`config.mk`:
```
export PLATFORM = sky130hd
export DESIGN_NAME = pme_entry_ctrl
export DESIGN_NICKNAME = d
export VERILOG_FILES = /design/src/shared/pme_pkg.sv /design/src/rtl/pme_entry_ctrl.sv
export SDC_FILE = /design/constraint.sdc
export NUM_CORES = 1
export LEC_CHECK = 0
export ABC_AREA = 1
export BUFFER_PORTS_ARGS = -buffer_cell sky130_fd_sc_hd__buf_2
export CAP_MARGIN = 20
export CELL_PAD_IN_SITES_DETAIL_PLACEMENT = 1
export CELL_PAD_IN_SITES_GLOBAL_PLACEMENT = 2
export CORE_ASPECT_RATIO = 0.75
export CORE_MARGIN = 2
export CORE_UTILIZATION = 33
export DETAILED_ROUTE_END_ITERATION = 10
export HOLD_SLACK_MARGIN = 0.08
export PLACE_DENSITY_LB_ADDON = 0.15
export SLEW_MARGIN = 20
export SYNTH_ARGS = -nofsm -noshare
export SYNTH_HDL_FRONTEND = slang
export SYNTH_SLANG_ARGS = --single-unit
```
`constraint.sdc`:
```
create_clock -name clk -period 4.45 [get_ports clk]
set_clock_uncertainty 0.05 [all_clocks]
set_input_delay 0 -clock clk [delete_from_list [all_inputs] [get_ports clk]]
set_output_delay 0 -clock clk [all_outputs]
set_load 0.1 [all_outputs]
```
`src/shared/pme_pkg.sv`:
```
package pme_pkg;
  // Programming memory map
  localparam logic [13:0] PME_USER_ID_FIRST = 14'h2000;
  localparam logic [13:0] PME_USER_ID_LAST = 14'h2003;
  localparam int PME_USER_ID_COUNT = 4;
  localparam int PME_USER_ID_USED_BITS = 4;
  // Register offsets on the plain register port
  localparam logic [3:0] PME_OFF_CONFIG = 4'h0;
  localparam logic [3:0] PME_OFF_STATUS = 4'h1;
  localparam logic [3:0] PME_OFF_ID_BASE = 4'h4;
  // Config register fields
  localparam int PME_CFG_LVP_BIT = 0;
  localparam int PME_CFG_CP_BIT = 1;
  // Values after reset: erased state has the low-voltage enable set, protection off
  localparam logic PME_LVP_RESET = 1'b1;
  localparam logic PME_CP_RESET = 1'b0;
  localparam logic [13:0] PME_ID_RESET = 14'h3FFF;
  // Status fields
  localparam int PME_ST_PROG_BIT = 0;
  localparam int PME_ST_HV_BIT = 1;
  localparam int PME_ST_RUN_BIT = 2;
  // Programming command port codes
  localparam logic [1:0] PME_CMD_READ = 2'h0;
  localparam logic [1:0] PME_CMD_WRITE = 2'h1;
  localparam logic [1:0] PME_CMD_CFG = 2'h2;

  typedef enum logic [1:0] {
    PME_ST_RUN = 2'b00,
    PME_ST_HOLD = 2'b01,
    PME_ST_PROG_LV = 2'b10,
    PME_ST_PROG_HV = 2'b11
  } pme_state_t;
endpackage

```
`src/rtl/pme_entry_ctrl.sv`:
```
`timescale 1ns/10ps
module pme_entry_ctrl
  import pme_pkg::*;
#(
  parameter int ADDR_W = 14,
  parameter int DATA_W = 14
) (
  input wire logic clk,
  input wire logic rst,
  input wire logic clk_en,
  input wire logic master_clear_pin,
  input wire logic high_prog_voltage,
  input wire logic prog_select_pin,
  input wire logic serial_prog_clock,
  input wire logic serial_prog_data,
  input wire logic portb_bit3_out,
  input wire logic portb_bit3_dir,
  input wire logic cmd_valid,
  input wire logic [1:0] cmd_op,
  input wire logic [ADDR_W-1:0] cmd_addr,
  input wire logic [DATA_W-1:0] cmd_wdata,
  input wire logic [DATA_W-1:0] mem_rdata,
  input wire logic [3:0] reg_addr,
  input wire logic [15:0] reg_wdata,
  input wire logic reg_wr,
  input wire logic reg_rd,
  output logic [15:0] reg_rdata,
  output logic cpu_run,
  output logic prog_mode,
  output logic prog_clk_sync,
  output logic prog_data_sync,
  output logic prog_data_out,
  output logic prog_data_oe_n,
  output logic portb_bit3_pin_out,
  output logic portb_bit3_pin_oe_n,
  output logic portb_bit3_in,
  output logic [DATA_W-1:0] cmd_rdata,
  output logic cmd_rvalid,
  output logic cmd_refused,
  output logic low_voltage_prog_enable
);
  initial begin
    if (DATA_W < PME_USER_ID_USED_BITS || ADDR_W < 14) begin
      $error("pme_entry_ctrl: widths too small");
    end
  end

  function automatic logic is_user_id(input logic [ADDR_W-1:0] a);
    return (a[13:0] >= PME_USER_ID_FIRST) && (a[13:0] <= PME_USER_ID_LAST);
  endfunction

  // Two-flop synchronisers for pins
  logic [4:0] sync1_reg;
  logic [4:0] sync2_reg;
  always_ff @(posedge clk or posedge rst) begin
    if (rst) begin
      sync1_reg <= 5'h00;
      sync2_reg <= 5'h00;
    end else if (clk_en) begin
      sync1_reg <= {serial_prog_data, serial_prog_clock, prog_select_pin,
                    high_prog_voltage, master_clear_pin};
      sync2_reg <= sync1_reg;
    end
  end
  logic master_clear_pin_s, hv_s, sel_s, pclk_s, pdat_s;
  assign master_clear_pin_s = sync2_reg[0];
  assign hv_s = sync2_reg[1];
  assign sel_s = sync2_reg[2];
  assign pclk_s = sync2_reg[3];
  assign pdat_s = sync2_reg[4];

  // Nonvolatile configuration
  logic lvp_reg;
  logic cp_reg;
  pme_state_t state_reg;
  logic in_prog;
  assign in_prog = (state_reg == PME_ST_PROG_LV) || (state_reg == PME_ST_PROG_HV);

  // Entry state machine
  always_ff @(posedge clk or posedge rst) begin
    if (rst) begin
      state_reg <= PME_ST_RUN;
    end else if (clk_en) begin
      case (state_reg)
        PME_ST_RUN: begin
          if (hv_s) begin
            state_reg <= PME_ST_PROG_HV;
          end else if (!master_clear_pin_s) begin
            state_reg <= PME_ST_HOLD;
          end
        end
        PME_ST_HOLD: begin
          if (hv_s) begin
            state_reg <= PME_ST_PROG_HV;
          end else if (master_clear_pin_s && lvp_reg && sel_s) begin
            state_reg <= PME_ST_PROG_LV;
          end else if (master_clear_pin_s) begin
            state_reg <= PME_ST_RUN;
          end
        end
        PME_ST_PROG_LV: begin
          if (hv_s) begin
            state_reg <= PME_ST_PROG_HV;
          end else if (!master_clear_pin_s) begin
            state_reg <= PME_ST_HOLD;
          end
        end
        PME_ST_PROG_HV: begin
          if (!hv_s && !master_clear_pin_s) begin
            state_reg <= PME_ST_HOLD;
          end
        end
        default: begin
          state_reg <= PME_ST_RUN;
        end
      endcase
    end
  end

  // Configuration bits
  always_ff @(posedge clk or posedge rst) begin
    if (rst) begin
      lvp_reg <= PME_LVP_RESET;
      cp_reg <= PME_CP_RESET;
    end else if (clk_en && cmd_valid && cmd_op == PME_CMD_CFG && in_prog) begin
      if (state_reg == PME_ST_PROG_HV) begin
        lvp_reg <= cmd_wdata[PME_CFG_LVP_BIT];
      end
      cp_reg <= cmd_wdata[PME_CFG_CP_BIT];
    end
  end

  // User ID words
  logic [DATA_W-1:0] id_mem [PME_USER_ID_COUNT];
  always_ff @(posedge clk or posedge rst) begin
    if (rst) begin
      for (int i = 0; i < PME_USER_ID_COUNT; i++) begin
        id_mem[i] <= DATA_W'(PME_ID_RESET);
      end
    end else if (clk_en && in_prog && cmd_valid && cmd_op == PME_CMD_WRITE
                 && is_user_id(cmd_addr)) begin
      id_mem[cmd_addr[1:0]] <= cmd_wdata;
    end
  end

  // Programming read path
  always_ff @(posedge clk or posedge rst) begin
    if (rst) begin
      cmd_rdata <= '0;
      cmd_rvalid <= 1'b0;
      cmd_refused <= 1'b0;
    end else if (clk_en) begin
      cmd_rvalid <= 1'b0;
      cmd_refused <= 1'b0;
      if (cmd_valid && !in_prog) begin
        cmd_refused <= 1'b1;
      end else if (cmd_valid && cmd_op == PME_CMD_READ) begin
        if (is_user_id(cmd_addr)) begin
          cmd_rdata <= id_mem[cmd_addr[1:0]];
          cmd_rvalid <= 1'b1;
        end else if (!cp_reg) begin
          cmd_rdata <= mem_rdata;
          cmd_rvalid <= 1'b1;
        end else begin
          cmd_rdata <= '0;
          cmd_refused <= 1'b1;
        end
      end
    end
  end

  // Mode outputs and serial line routing
  always_ff @(posedge clk or posedge rst) begin
    if (rst) begin
      cpu_run <= 1'b0;
      prog_mode <= 1'b0;
      prog_clk_sync <= 1'b0;
      prog_data_sync <= 1'b0;
      prog_data_out <= 1'b0;
      prog_data_oe_n <= 1'b1;
      low_voltage_prog_enable <= PME_LVP_RESET;
    end else if (clk_en) begin
      cpu_run <= (state_reg == PME_ST_RUN);
      prog_mode <= in_prog;
      prog_clk_sync <= in_prog & pclk_s;
      prog_data_sync <= in_prog & pdat_s;
      prog_data_out <= cmd_rdata[0];
      prog_data_oe_n <= !(in_prog && cmd_rvalid);
      low_voltage_prog_enable <= lvp_reg;
    end
  end

  // Select pin as port bit 3 when low-voltage enable is clear
  always_ff @(posedge clk or posedge rst) begin
    if (rst) begin
      portb_bit3_pin_out <= 1'b0;
      portb_bit3_pin_oe_n <= 1'b1;
      portb_bit3_in <= 1'b0;
    end else if (clk_en) begin
      if (lvp_reg) begin
        portb_bit3_pin_oe_n <= 1'b1;
        portb_bit3_pin_out <= 1'b0;
        portb_bit3_in <= 1'b0;
      end else begin
        portb_bit3_pin_oe_n <= portb_bit3_dir;
        portb_bit3_pin_out <= portb_bit3_out;
        portb_bit3_in <= sel_s;
      end
    end
  end

  // Register port
  always_ff @(posedge clk or posedge rst) begin
    if (rst) begin
      reg_rdata <= 16'h0000;
    end else if (clk_en) begin
      reg_rdata <= 16'h0000;
      if (reg_rd) begin
        case (reg_addr)
          PME_OFF_CONFIG: begin
            reg_rdata[PME_CFG_LVP_BIT] <= lvp_reg;
            reg_rdata[PME_CFG_CP_BIT] <= cp_reg;
          end
          PME_OFF_STATUS: begin
            reg_rdata[PME_ST_PROG_BIT] <= in_prog;
            reg_rdata[PME_ST_HV_BIT] <= (state_reg == PME_ST_PROG_HV);
            reg_rdata[PME_ST_RUN_BIT] <= (state_reg == PME_ST_RUN);
          end
          default: begin
            if (in_prog && reg_addr[3:2] == PME_OFF_ID_BASE[3:2]) begin
              reg_rdata <= 16'(id_mem[reg_addr[1:0]]);
            end
          end
        endcase
      end
    end
  end

  // Register writes have no effect: configuration changes only by programming
  logic unused_wr;
  assign unused_wr = reg_wr & (|reg_wdata);
endmodule

```
==> impl_metrics.ini <==
[grt]
use_met1_pct = 31.5
met3_usage_pct = 4.31
grt_pass1_wl_mm = 32.2
antenna_found_initial = 0
grt_pass1_vias = 5950
gr-total-overflow = 0
grt.busiest_layer = met2
grt_max_degree = 42
met2_usage_pct = 40.4
grt.total_usage_pct = 23.4

[sta]
period_minus_slack_ns = 2.44
tns_ns = 0
tightest_slew_ns = 1.03
finalSetupViolations = 0
relSlewSlack_pct = 31.0
finalHoldViolCount = 0
min_period_over_period_pct = 54.7
fmax_ghz = 0.411
drv_slew = 0
rsz0062_at_grt = no

[placement]
dpl.cell_count = 1062
numPortBuffers = 99
place.gp.congestion = 0.821
dpl-instance-area_um2 = 6310
dpl.hpwl_mm = 13.6

[critical_path]
crit_slowest_cell = nand4_1
worst-path-buf-inv = 2
path_class = input pin to flip-flop
cp-start-kind = input pin
path_delay_family = simple AND/OR/NAND/NOR gates
cpMostUsedCell = nand2_1
cp.required_ns = 4.69
arrival_ns = 2.67
r2r_cells = 5
endpoint_kind = flip-flop
timing.rr.end = id_mem[30]
crit_chain = dlygate4sd3_1 -> buf_2 -> nand2_2 -> nor3_4 -> nand4_1 -> nand2_1 -> nand2_1
critPathMaxFanout = 24
rr_startpoint = state_reg[1]
cp_slowest_stage_delay_ns = 0.75
regToRegSetupSlack_ns = 2.19

[finish]
top_register = id_mem
area_growth_syn_to_layout_pct = 24.8
largest_reg_flops = 56
nNetsFinal = 983
final_util_pct = 42.0
top_regs = id_mem x56, cmd_rdata x14, reg_rdata x14
drive_above_1_share_pct = 21.1
fin_area_um2 = 7050
fin_cells = 1126
diodes = 0
nFillCells = 2085

[floorplan]
fp-row-count = 41
initial_utilization_pct = 33.7
die_y_um = 117
ios = 119
design.core.area_um2 = 16800
die_area_um2 = 18200
fp.dieW_um = 155

[power_and_ir_drop]
power_frac_seq_pct = 42.9
max-vdd-ir-drop_v = 0.000191
clkPwrFrac_pct = 28.4
swShare_pct = 39.5
p_per_area_nw_per_um2 = 379
power_leakage_nw = 3.65
p_int_mw = 1.62
pwr-share-comb_pct = 28.7
switching_power_mw = 1.05

[run_status]
status = completed

[synthesis]
synth_seq_cells = 110
yosysSeqAreaShare_pct = 50.1
syn_area_um2 = 5650
yosysUniqueCellTypes = 28
synth_area_per_cell_um2 = 7.28
postSynthCellCount = 776
yosysWarnings = 0

[detailed_routing]
wl_per_cell_um = 17.9
routed_wirelength_mm = 20.2
first_pass_iters = 4
drc = 0
via_count = 5669
drt_iter0_drc = 251
drtAntennaViolNets = 0
vias_per_cell = 5.03

[clock_tree]
cts_tree = done
cts_root_buf = clkbuf_16
clk_pin_slew_ns = 0.07
clk_path_buf_depth = 2
ctsResizeCount = 0
cts_inserted_buffers = 9
clock_latency_ns = 0.36
h-tree-depth = 3
cts.sinks = 110
postCtsSetupBuffers = 0
cts-hold-fix-buffers = 48

[min_path]
min_from = cmd_op[1]
min_path_type = input pin to flip-flop
holdPathStages = 5
hold_end = lvp_reg

[flow_run]
maxCapViolCount = 0
## worst max-delay path by stage
stage	start	end	slack, ns	cells after the start
final	clk_en	id_mem[30]	2.01	7
after global routing	clk_en	id_mem[30]	1.78	7
after CTS	clk_en	id_mem[30]	2.07	7
after detailed placement	cmd_addr[0]	id_mem[30]	1.77	6
after global placement	cmd_addr[0]	id_mem[30]	1.89	6
after floorplan	rst	cmd_rdata[0]	1.60	1
## cell usage after synthesis (all sizes together)
master  count  area (um2)
clkinv      1        3.75
dfrtp      50        1250
conb        1        3.75
inv        34         128
a21oi       7        35.0
and2        1        6.26
nand4       6        37.5
nor4        1        6.26
dfstp      60        1580
clkbuf     26        97.6
o21ai      35         175
nor2       57         226
nand2     381        1430
nor3        3        31.3
buf        13        93.8
nand3      86         435
nand3b      1        7.51
a22o        1        8.76
a22oi      11        82.6
o22a        1        8.76
## power by group through the flow
stage / Sequential, mW / Combinational (mW) / Clock, mW
3_5_place_dp: 1.16 / 0.735 / 0
5_1_grt: 1.16 / 0.822 / 0.824
6_report: 1.14 / 0.767 / 0.759
2_1_floorplan: 1.51 / 0.203 / 0
3_3_place_gp: 1.16 / 0.720 / 0
4_1_cts: 1.14 / 0.770 / 0.787
## per-layer routing
| metal | part of all wire [%] | wire, um |
|---|---|---|
| met2 | 48 | 9670 |
| met5 | 0 | 0 |
| met4 | 0.62 | 125 |
| met1 | 47 | 9550 |
| met3 | 4.3 | 860 |
## kinds of logic after synthesis
family,count (synthesis),synth area share (%)
DFF,110,50.1
AOI/OAI and AO/OA,55,5.49
other,1,0.0664
buffers and inverters,74,5.72
and+or+nand+nor,536,38.7
## per-stage QoR
stage                     hold WS, ns  setup slack [ns]  power (mW)
after floorplan                0.0399              1.60        1.71
after global placement         0.0336              1.89        1.88
after detailed placement       0.0436              1.77        1.90
after CTS                      0.0856              2.07        2.70
after global routing            0.121              1.78        2.80
final                          0.0895              2.01        2.67
## worst reg2reg max path, stage by stage, from the launching register on
cell and delay, ns:
dfrtp_1 0.49, nand2_2 0.20, nor3_4 0.30, nand4_1 0.75, nand2_1 0.31, nand2_1 0.09
## cells in the final DEF, fill, tap and decap left out
| cell | synthesis | routed |
|---|---|---|
| o21ai_0 | 35 | 35 |
| clkinvlp_4 | 0 | 1 |
| o22a_1 | 1 | 1 |
| clkbuf_1 | 26 | 4 |
| clkinv_1 | 1 | 1 |
| nor4_2 | 0 | 1 |
| nand3_2 | 1 | 1 |
| inv_1 | 34 | 33 |
| buf_2 | 6 | 99 |
| a22o_1 | 1 | 1 |
| nor3_2 | 1 | 1 |
| nor3_1 | 1 | 1 |
| nand2_2 | 1 | 1 |
| nor2_2 | 5 | 5 |
| conb_1 | 1 | 2 |
| and2_1 | 1 | 1 |
| nor2_1 | 52 | 52 |
| a21oi_1 | 7 | 7 |
| nand3_1 | 85 | 85 |
| clkbuf_16 | 0 | 9 |
| nand2_1 | 380 | 380 |
| nand4_1 | 6 | 6 |
| buf_4 | 2 | 10 |
| dlygate4sd3_1 | 0 | 48 |
| inv_4 | 0 | 3 |
| nor3_4 | 1 | 1 |
| dfstp_2 | 60 | 60 |
| a22oi_1 | 11 | 11 |
| nand3b_1 | 1 | 1 |
| dfrtp_1 | 50 | 50 |
## final cells by class
class | instances | area, um2 | share of cell area [%]
sequential | 110 | 2830 | 40.1
multi-input combinational | 593 | 2510 | 35.6
clock inverter | 3 | 20.0 | 0.284
tap | 215 | 269 | 3.82
clock buffer | 13 | 240 | 3.41
timing repair buffer | 157 | 1050 | 14.9
inverter | 35 | 134 | 1.90
Power figures use the tool's default switching activity.
